### src/verilog/rag_regs.vh
/*
 * Constants for the register access mode guard: CPU modes, register
 * classes, address map of the guarded register space, reset values.
 * Assumes an 8-bit register address from the CPU core.
 */
`ifndef RAG_REGS_VH
`define RAG_REGS_VH

// =====================================================================
// CPU modes
`define RAG_MODE_SYSTEM   2'h0
`define RAG_MODE_FIRMWARE 2'h1
`define RAG_MODE_USER     2'h2

// =====================================================================
// Register classes (fixed by address)
`define RAG_CLS_CPU       2'h0
`define RAG_CLS_MMU       2'h1
`define RAG_CLS_HW        2'h2
`define RAG_CLS_NONE      2'h3

// =====================================================================
// Address map of guarded register space
`define RAG_CPU_BASE      8'h00
`define RAG_CPU_LAST      8'h1f
`define RAG_MMU_BASE      8'h20
`define RAG_MMU_LAST      8'h2f
`define RAG_HW_BASE       8'h40
`define RAG_HW_LAST       8'h4f
`define RAG_SEG_PTR_ADDR  8'h20
`define RAG_USR_EN_ADDR   8'h21
`define RAG_FW_EN_ADDR    8'h22
`define RAG_SEG_EN_ADDR   8'h23

// =====================================================================
// Reset values
`define RAG_SEG_PTR_RST   16'h0000
`define RAG_USR_EN_RST    16'h0000
`define RAG_FW_EN_RST     16'h0000
`define RAG_SEG_EN_RST    16'h0000
`define RAG_REG_RST       16'h0000

`endif

### src/verilog/rag_decode.v
/*
 * Address class decoder for the register access mode guard.
 * Assumes the address map from rag_regs.vh; purely combinational.
 */
`include "rag_regs.vh"

module rag_decode (
  input  wire [7:0] i_addr,
  output reg  [1:0] o_cls,
  output reg  [3:0] o_hw_idx
);

  always @* begin
    o_hw_idx = i_addr[3:0];
    if (i_addr <= `RAG_CPU_LAST) begin
      o_cls = `RAG_CLS_CPU;
    end else if (i_addr >= `RAG_MMU_BASE && i_addr <= `RAG_MMU_LAST) begin
      o_cls = `RAG_CLS_MMU;
    end else if (i_addr >= `RAG_HW_BASE && i_addr <= `RAG_HW_LAST) begin
      o_cls = `RAG_CLS_HW;
    end else begin
      o_cls = `RAG_CLS_NONE;
    end
  end

endmodule

### src/verilog/rag_guard.v
/*
 * Register access mode guard: checks each CPU access to the peripheral
 * control registers against the CPU mode, holds the MMU configuration
 * registers and a flop bank for the other guarded registers.
 * Assumes one request per cycle, address and data valid with i_req,
 * and answers one cycle later with o_ack, o_rdata and o_viol.
 */
`include "rag_regs.vh"

module rag_guard #(
  parameter DW = 16
) (
  input  wire          i_clk,
  input  wire          i_srst,
  input  wire [1:0]    i_mode,
  input  wire          i_req,
  input  wire          i_we,
  input  wire [7:0]    i_addr,
  input  wire [DW-1:0] i_wdata,
  output reg           o_ack,
  output reg  [DW-1:0] o_rdata,
  output reg           o_viol,
  output reg  [DW-1:0] o_seg_ptr,
  output reg  [DW-1:0] o_seg_en
);

  // ===================================================================
  // Bank sizes and MMU configuration word codes
  localparam [5:0] CPU_N   = 6'h20;
  localparam [4:0] HW_N    = 5'h10;
  localparam [2:0] MW_NONE = 3'h0;
  localparam [2:0] MW_PTR  = 3'h1;
  localparam [2:0] MW_USR  = 3'h2;
  localparam [2:0] MW_FW   = 3'h3;
  localparam [2:0] MW_SEG  = 3'h4;

  // ===================================================================
  // Storage
  reg  [DW-1:0] seg_ptr_q;
  reg  [DW-1:0] usr_en_q;
  reg  [DW-1:0] fw_en_q;
  reg  [DW-1:0] seg_en_q;
  reg  [DW-1:0] cpu_reg_q [0:CPU_N-1];
  reg  [DW-1:0] hw_reg_q  [0:HW_N-1];
  wire [1:0]    cls;
  wire [3:0]    hw_idx;
  reg           allow_d;
  reg  [DW-1:0] rd_d;
  wire [2:0]    mmu_sel;
  wire          rd_ok;
  wire          wr_ok;
  wire          wr_mmu;
  wire          wr_cpu;
  wire          wr_hw;

  rag_decode u_dec (
    .i_addr   (i_addr),
    .o_cls    (cls),
    .o_hw_idx (hw_idx)
  );

  // ===================================================================
  // MMU configuration word decode, shared by the read mux and the writes
  function [2:0] mmu_word;
    input [7:0] addr;
    begin
      case (addr)
        `RAG_SEG_PTR_ADDR: mmu_word = MW_PTR;
        `RAG_USR_EN_ADDR:  mmu_word = MW_USR;
        `RAG_FW_EN_ADDR:   mmu_word = MW_FW;
        `RAG_SEG_EN_ADDR:  mmu_word = MW_SEG;
        default:           mmu_word = MW_NONE;
      endcase
    end
  endfunction

  // ===================================================================
  // Access decision
  always @* begin
    allow_d = 1'b0;
    case (cls)
      `RAG_CLS_CPU: begin
        allow_d = 1'b1;
      end
      `RAG_CLS_MMU: begin
        allow_d = (i_mode == `RAG_MODE_SYSTEM);
      end
      `RAG_CLS_HW: begin
        // Mode 3 is undefined and gets no hardware register rights
        case (i_mode)
          `RAG_MODE_SYSTEM: begin
            allow_d = 1'b1;
          end
          `RAG_MODE_USER: begin
            allow_d = usr_en_q[hw_idx];
          end
          `RAG_MODE_FIRMWARE: begin
            allow_d = fw_en_q[hw_idx];
          end
          default: begin
            allow_d = 1'b0;
          end
        endcase
      end
      default: allow_d = 1'b0;
    endcase
  end

  // ===================================================================
  // Access strobes
  assign mmu_sel = mmu_word(i_addr);
  assign rd_ok   = i_req && !i_we && allow_d;
  assign wr_ok   = i_req && i_we && allow_d;
  assign wr_mmu  = wr_ok && (cls == `RAG_CLS_MMU);
  assign wr_cpu  = wr_ok && (cls == `RAG_CLS_CPU);
  assign wr_hw   = wr_ok && (cls == `RAG_CLS_HW);

  // Read mux: in the MMU range only 0x20..0x23 hold data, other MMU and unmapped addresses read zero
  always @* begin
    rd_d = {DW{1'b0}};
    case (cls)
      `RAG_CLS_CPU: rd_d = cpu_reg_q[i_addr[4:0]];
      `RAG_CLS_HW:  rd_d = hw_reg_q[hw_idx];
      `RAG_CLS_MMU: begin
        case (mmu_sel)
          MW_PTR:  rd_d = seg_ptr_q;
          MW_USR:  rd_d = usr_en_q;
          MW_FW:   rd_d = fw_en_q;
          MW_SEG:  rd_d = seg_en_q;
          default: rd_d = {DW{1'b0}};
        endcase
      end
      default: rd_d = {DW{1'b0}};
    endcase
  end

  // ===================================================================
  // MMU configuration registers
  always @(posedge i_clk) begin
    if (i_srst) begin
      seg_ptr_q <= `RAG_SEG_PTR_RST;
      usr_en_q  <= `RAG_USR_EN_RST;
      fw_en_q   <= `RAG_FW_EN_RST;
      seg_en_q  <= `RAG_SEG_EN_RST;
    end else if (wr_mmu) begin
      case (mmu_sel)
        MW_PTR: begin
          seg_ptr_q <= i_wdata;
        end
        MW_USR: begin
          usr_en_q  <= i_wdata;
        end
        MW_FW: begin
          fw_en_q   <= i_wdata;
        end
        MW_SEG: begin
          seg_en_q  <= i_wdata;
        end
        default: begin
        end
      endcase
    end
  end

  // ===================================================================
  // CPU and hardware register banks
  genvar gi;
  generate
    for (gi = 0; gi < CPU_N; gi = gi + 1) begin : g_cpu
      always @(posedge i_clk) begin
        if (i_srst) begin
          cpu_reg_q[gi] <= `RAG_REG_RST;
        end else if (wr_cpu && i_addr[4:0] == gi) begin
          cpu_reg_q[gi] <= i_wdata;
        end
      end
    end
    for (gi = 0; gi < HW_N; gi = gi + 1) begin : g_hw
      always @(posedge i_clk) begin
        if (i_srst) begin
          hw_reg_q[gi] <= `RAG_REG_RST;
        end else if (wr_hw && hw_idx == gi) begin
          hw_reg_q[gi] <= i_wdata;
        end
      end
    end
  endgenerate

  // ===================================================================
  // Answer
  always @(posedge i_clk) begin
    if (i_srst) begin
      o_ack     <= 1'b0;
      o_rdata   <= {DW{1'b0}};
      o_viol    <= 1'b0;
    end else begin
      o_ack     <= i_req;
      o_viol    <= i_req && !allow_d;
      o_rdata   <= rd_ok ? rd_d : {DW{1'b0}};
    end
  end

  // ===================================================================
  // Segment mirrors, one cycle behind the live registers
  always @(posedge i_clk) begin
    if (i_srst) begin
      o_seg_ptr <= `RAG_SEG_PTR_RST;
      o_seg_en  <= `RAG_SEG_EN_RST;
    end else begin
      o_seg_ptr <= seg_ptr_q;
      o_seg_en  <= seg_en_q;
    end
  end

endmodule

### config.mk
export PLATFORM = sky130hd
export DESIGN_NAME = rag_guard
export DESIGN_NICKNAME = d
export VERILOG_FILES = /design/src/verilog/rag_decode.v /design/src/verilog/rag_guard.v
export VERILOG_INCLUDE_DIRS = /design/src /design/src/verilog
export SDC_FILE = /design/constraint.sdc
export NUM_CORES = 1
export LEC_CHECK = 0
export BUFFER_PORTS_ARGS = -buffer_cell sky130_fd_sc_hd__buf_2
export CORE_MARGIN = 10
export CORE_UTILIZATION = 50
export CTS_BUF_LIST = sky130_fd_sc_hd__clkbuf_4 sky130_fd_sc_hd__clkbuf_8
export DETAILED_ROUTE_END_ITERATION = 8
export GPL_ROUTABILITY_DRIVEN = 0
export PLACE_DENSITY = 0.66
export SLEW_MARGIN = 20
export SYNTH_ARGS = -nofsm -noshare
export SYNTH_HDL_FRONTEND = slang
export SYNTH_HIERARCHICAL = 1
export SYNTH_SLANG_ARGS = --single-unit
### constraint.sdc
create_clock -name i_clk -period 4.49 [get_ports i_clk]
set_input_delay 0.449 -clock i_clk [delete_from_list [all_inputs] [get_ports i_clk]]
set_output_delay 0.449 -clock i_clk [all_outputs]
set_load 0.03 [all_outputs]
==> metrics.md, run 1 <==
| Metric | Value |
|---|---|
| Skew-Pair Late Insertion Delay | 820 ps |
| Hold-fix buffers, CTS | 1 |
| Clk sinks | 882 |
| Uppermost layer routed | met5 |
| 1st-iter DRT viols | between 2,000 and 3,000 |
| Simple-Gate Fraction of Synth Area | 0.148 |
| Post-synthesis register bit count | 882 |
| Remaining DRCs | 0 |
| Register area share after synthesis | 0.634 |
| Final worst slack | 1410 ps |
| Router iterations before antenna repair | 6 |
| Grt ovf | 0 |
| Setup violations, final | 0 |
| FF-to-FF setup slack | 1410 ps |
| Status | finished clean |
| Post-Synthesis Cells | 2,826 |
| GRT Resource Usage Total | 0.251 |
| Vias in the first global route | between 20,000 and 30,000 |
| Max_slew headroom | 0.230 |
| Crit path max-delay cell type | buf_4 |
| Vias per cell | 6.21 |
| Row cnt | 103 |
| Routed wl met2 | roughly 56,000 um |
| First-pass GRT wire length | about 170,000 um |
| Worst EP arrival | 3600 ps |
| Syn avg cell area | 14.1 um^2 |
| Pin slew with the least headroom to its limit | 1150 ps |
| WL final | 115,000 um |
| Total die area | 0.0917 mm^2 |
| Resized cells post-CTS | 0 |
| Number of enable flip-flop cells after synthesis | 768 |
| Syn_nets | around 2,900 |
| Pin count of the biggest net entering global routing | 83 |
| Setup Slack @ Placement | 795 ps |
| Vias | 25,100 |
| Post-route ant nets | 0 |
| Min Clock Period, post-route | 3080 ps |
| Hold WC Path Type | in -> reg |
| RSZ-0062 raised after global routing | no |
| Hold Violations, Final | 0 |
| Initial Utilization | 0.505 |
| Critical path peak fanout | 63 |
| Commonest non-fill, non-tap cells in the layout | edfxtp_1 (768), and2_1 (517), nor3_1 (258), mux4_2 (167), mux2i_1 (166) |
| YS warnings | 6 |
| Post-synthesis xor/xnor area fraction | 0 |
| Main flop type after synthesis | edfxtp_1 |
| IO Count | 80 |
| Synth Area in Adders | 0 |
| Setup Buffers After CTS | 0 |
| Clock tree from TritonCTS | done |
| Metal3 WL | around 10,000 um |
| DP HPWL | 72,100 um |
| Critical Path, Cell by Cell | mux4_2 -> nor2_1 -> o31ai_1 -> o21ai_4 -> buf_4 -> buf_4 -> nor3_1 |
| Crit. End Element | register |
| Post-synthesis mux area share | 0.139 |
| Largest family of logic cells by synthesized area | simple AND/OR/NAND/NOR gates |
| Root Driver | clkbuf_8 |
| Most common cell after layout, fill and taps aside | edfxtp_1 |
| Leak | 15.6 nW |
| Core ar. | 0.0791 mm^2 |
| H-tree Lvls | 4 |
| Synthesized area | 0.0400 mm^2 |
| Longest Clk Path Bufs | 3 |
| Initial antenna violation count | 7 |
| Power Density | approximately 400 mW/mm^2 |
| Part of the cycle the worst path needs | 0.686 |
| I/O Buffers | a little under 80 |
| VDD IR max | 0.247 mV |
| Fmax | 325 MHz |
| Die Ht | 303 um |
| Critical path startpoint category | register |
| Crit path top cell by count | buf_4 |
| Final slew viol count | 0 |
| Unique cell type count in the Yosys netlist | 53 |
| Compound-Gate Fraction of Synth Area | 0.0455 |
| Top delay family on crit path | buffers and inverters |
| Die width | 303 um |
| WL/cell | 28.5 um |
| Num CTS Buffers | 149 |
| CP bufs+invs | 2 |
| Max stage delay on crit path | just over 600 ps |
| Final net count | between 2,000 and 3,000 |
| Share of layout cells above drive strength 1 | 0.227 |
| Synth async-reset ratio | 0 |
| Clock-pin slew on the worst setup and hold paths | 60 ps |
| M1 wire length | 43,700 um |
| Setup TNS | 0 ps |
| Max capacitance violation total | 0 |
| Worst Path Required | 5010 ps |
| Setup Skew | 37.6 ps |
| Setup CP Type | reg -> reg |
| Area growth from synthesis to layout | 11.1% |
worst register-to-register path: stages (launching register included):
cell     delay, ps
dfxtp_1        330
mux4_2         450
nor2_1         130
o31ai_1        150
o21ai_4        430
buf_4          500
buf_4          620
nor3_1         180
power breakdown:
part / switching, mW / total [mW] / internal [mW]
logic: 0.884 / 1.31 / 0.428
clock network: 3.33 / 7.20 / 3.87
registers: 0.0954 / 9.34 / 9.24
sequential cells by signal, summed over array words and instances (netlist names):
signal     count
o_viol         1
seg_ptr_q     16
cpu_reg_q    512
usr_en_q      16
o_seg_en      16
seg_en_q      16
o_seg_ptr     16
hw_reg_q     256
fw_en_q       16
o_rdata       16
o_ack          1
routing by layer:
| metal | GRT usage | up-vias |
|---|---|---|
| met5 | 0 | - |
| met2 | 0.404 | 1321 |
| met3 | 0.0539 | 266 |
| met1 | 0.324 | 12800 |
| li1 | - | 10700 |
| met4 | 0.118 | 4 |
kinds of logic after synthesis:
| group | after synthesis |
|---|---|
| compound gates | 238 |
| flops | 882 |
| mux | 346 |
| simple gates | 1054 |
| buf+inv | 306 |
synthesized netlist by cell type, types with 13 or more instances:
| cell | n | area, um^2 |
|---|---|---|
| a21oi_1 | 33 | 165 |
| nor3_1 | 258 | 1290 |
| a22oi_1 | 46 | 345 |
| mux2i_1 | 166 | 1660 |
| nand2_1 | 65 | 244 |
| buf_1 | 28 | 105 |
| clkbuf_1 | 195 | 732 |
| and2_1 | 517 | 3230 |
| dfxtp_1 | 114 | 2280 |
| a31o_2 | 16 | 140 |
| buf_2 | 55 | 275 |
| edfxtp_1 | 768 | 23100 |
| nand3_1 | 16 | 80.1 |
| mux4_2 | 167 | 3760 |
| buf_4 | 24 | 180 |
| a221oi_1 | 23 | 201 |
| o21bai_1 | 32 | 240 |
| nor2b_1 | 42 | 263 |
| o221ai_1 | 20 | 175 |
| mux2_2 | 13 | 146 |
| nand2b_1 | 21 | 131 |
| nor2_1 | 102 | 383 |
final cells by class:
| type | count | area (um^2) |
|---|---|---|
| Antenna cell | 3 | 7.51 |
| Clock buffer | 207 | 2540 |
| Clock inverter | 57 | 432 |
| Fill cell | 6291 | 34700 |
| Inverter | 3 | 11.3 |
| Multi-Input combinational cell | 1638 | 13400 |
| Sequential cell | 882 | 25300 |
| Tap cell | 1050 | 1310 |
| Timing Repair Buffer | 197 | 1360 |
per-stage QoR:
stage	cells	total power [mW]	hold slack (ps)	cell area, um^2	util
3_5_place_dp	3769	10.8	471	41400	0.523
2_1_floorplan	2826	10.3	455	40000	-
5_1_grt	4037	18.4	151	44400	0.561
4_1_cts	4034	17.9	92.0	44400	0.561
6_report	4037	17.8	177	44400	0.561
3_3_place_gp	3769	10.8	471	41400	0.523
path summary, 6_finish.rpt:
path                 from               to  cells past startpoint
min reg2reg  seg_ptr_q[4]     o_seg_ptr[4]                      1
max reg2reg    fw_en_q[0]  hw_reg_q[13][7]                      7
min            i_wdata[6]       fw_en_q[6]                      3
max            fw_en_q[0]  hw_reg_q[13][7]                      7
No activity file was read; power rests on OpenSTA's default activity.
==> inputs of run 2 (changes only) <==
clock period = 3.1 ns   (was 4.49 ns; I/O delays follow)
==> run 2 against run 1 <==
  * Sequential power is 45% higher
  * Sequential share of layout area is 0.64 points lower
  * Core utilization is 0.64 points higher
  * Via count is 1.5% higher
  * Cell area is 1.1% higher
  * Flip-flop and latch count stayed put
  * Largest power group unchanged
  * Hold slack worse by 100 ps
  * Cell count is 1.4% higher
==> metrics.md, run 2 (synthesized netlist as in run 1, its figures left out) <==
| Metric | Value |
|---|---|
| Status | finished clean |
| Row cnt | 103 |
| FF-to-FF setup slack | 350 ps |
| Max capacitance violation total | 0 |
| Root Driver | clkbuf_8 |
| Worst r2r path cells | 6 |
| Fmax | 363 MHz |
| WL/cell | 28.3 um |
| GRT Resource Usage Total | 0.253 |
| Seq pwr share | 0.530 |
| Hold depth | 3 |
| Critical path peak fanout | 1 |
| Vias per cell | between 6 and 7 |
| Setup CP Type | reg -> reg |
| Remaining DRCs | 0 |
| Dpl cells | between 3,000 and 4,000 |
| Setup violations, final | 0 |
| Commonest non-fill, non-tap cells in the layout | edfxtp_1 (768), and2_1 (517), nor3_1 (258), mux4_2 (167), mux2i_1 (166) |
| Pin count of the biggest net entering global routing | 121 |
| Hold WC Path Type | in -> reg |
| Die Ht | 303 um |
| Initial antenna violation count | 4 |
| Clock-pin slew on the worst setup and hold paths | 60 ps |
| Setup Skew | approximately 30 ps |
| Cell area after layout | 0.0449 mm^2 |
| DP HPWL | 74,900 um |
| Most common cell after layout, fill and taps aside | edfxtp_1 |
| Final slew viol count | 0 |
| Pin slew with the least headroom to its limit | 1080 ps |
| Vias | 25,400 |
| Leak | 15.9 nW |
| Num CTS Buffers | ~150 |
| Area after DPL | roughly 0.042 mm^2 |
| Fin util | 0.568 |
| I/O Buffers | between 70 and 80 |
| Initial Utilization | 0.505 |
| Clk sinks | 882 |
| Crit. End Element | register |
| Max_slew headroom | 0.277 |
| P_int | 19.4 mW |
| First-pass GRT wire length | approximately 170,000 um |
| Critical path startpoint category | register |
| Post-route ant nets | 0 |
| Hold Path End | fw_en_q[9] |
| H-tree Lvls | 4 |
| Total die area | 0.0917 mm^2 |
| Final net count | roughly 3,000 |
| Die width | 303 um |
| Grt ovf | 0 |
| Part of the cycle the worst path needs | 0.888 |
| Hold Violations, Final | 0 |
| Skew-Pair Late Insertion Delay | 810 ps |
| Crit path max-delay cell type | a2111oi_0 |
| P_sw | 6.17 mW |
| Setup Slack @ Placement | -271 ps |
| R2R Path End | o_rdata[5] |
| Power Density | 568 mW/mm^2 |
| VDD IR max | about 0.44 mV |
| Setup Buffers After CTS | 0 |
| Share of layout cells above drive strength 1 | 0.238 |
| Core ar. | 0.0791 mm^2 |
| Hold Startpoint | i_wdata[9] |
| 1st-iter DRT viols | 2,818 |
| Vias in the first global route | 25,600 |
| Part of the power in combinational logic | 0.077 |
| Final worst slack | 347 ps |
| Largest regs | cpu_reg_q: 512 flops, hw_reg_q: 256 flops |
| Max stage delay on crit path | about 840 ps |
| Area growth from synthesis to layout | 12.4% |
| Top reg by flops | cpu_reg_q |
| Worst EP arrival | 3400 ps |
| Switch share | 0.242 |
| Min Clock Period, post-route | 2750 ps |
| Router iterations before antenna repair | 5 |
| Worst r2r src | cpu_reg_q[31][5] |
| Resized cells post-CTS | 0 |
| Critical Path, Cell by Cell | mux4_2 -> mux2_2 -> a2111oi_0 -> buf_4 -> a2111o_1 -> a221oi_1 |
| Clock tree from TritonCTS | done |
| WL final | 116,000 um |
| Worst Path Required | around 3800 ps |
| Max reg flops | 512 |
| IO Count | 80 |
| RSZ-0062 raised after global routing | no |
| Non-Filler Instances | 4,092 |
| Clock power share | 0.393 |
| Longest Clk Path Bufs | 3 |
-- run 2: cell count changes in the layout (fill, tap and decap cells not counted), sizes merged --
cell         before  now
clkinvlp          1    2
buf             195  255
clkinv           45   50
dlygate4sd3       1    3
inv              11   13
bufinv            3    2
diode             3    1
clkbuf          208  196
-- run 2: through the flow --
| step | power [mW] | TNS [ps] | hold slack (ps) |
|---|---|---|---|
| 5_1_grt | 26.3 | 0 | 83.3 |
| 3_5_place_dp | 15.7 | -271 | 476 |
| 6_report | 25.5 | 0 | 75.5 |
| 4_1_cts | 25.6 | 0 | 23.9 |
| 2_1_floorplan | 14.9 | -3420 | 401 |
| 3_3_place_gp | 15.6 | -350 | 475 |
-- run 2: critical path: cells and delay by family (launching register included) --
family                 cells  cell delay (ps)
DFF                        1              370
muxes                      2              810
buffers and inverters      1              240
AOI/OAI and AO/OA          3             1200
-- run 2: repair_timing --
action / 4_1_cts / 5_1_grt
endpoints found under the setup margin: 0 / 0
hold buffers: 3 / 0
endpoints found under the hold margin: 5 / 0
-- run 2: worst max-delay path by stage --
stage / cells past startpoint / slack, ps / to / from
floorplan: 11 / -20 / hw_reg_q[10][0] / i_addr[0]
global placement: 8 / -350 / o_rdata[5] / i_addr[0]
detailed placement: 8 / -270 / o_rdata[5] / i_addr[0]
CTS: 7 / 400 / hw_reg_q[14][1] / fw_en_q[11]
global route: 7 / 220 / hw_reg_q[14][1] / fw_en_q[11]
finish: 6 / 350 / o_rdata[5] / cpu_reg_q[31][5]
-- run 2: layout make-up --
type	count	area [um^2]
timing repair buffer	259	2040
inverter	3	11.3
tap	1050	1310
multi-input combinational	1638	13400
fill	6305	34200
clock buffer	195	2420
clock inverter	64	399
antenna	1	2.50
sequential	882	25300
-- run 2: routing by layer --
metal	routed length, um	vias to the layer above	global-route usage
met4	5710	4	0.132
li1	-	10800	-
met5	21	-	0
met2	54600	1401	0.396
met3	11000	279	0.0538
met1	44500	12900	0.332
-- run 2: power by group through the flow --
stage	Clock, mW	Combinational, mW	Sequential, mW
detailed placement	0	1.94	13.8
floorplan	0	1.15	13.7
finish	10.0	1.97	13.5
global route	10.7	2.04	13.6
CTS	10.2	1.95	13.5
global placement	0	1.91	13.7
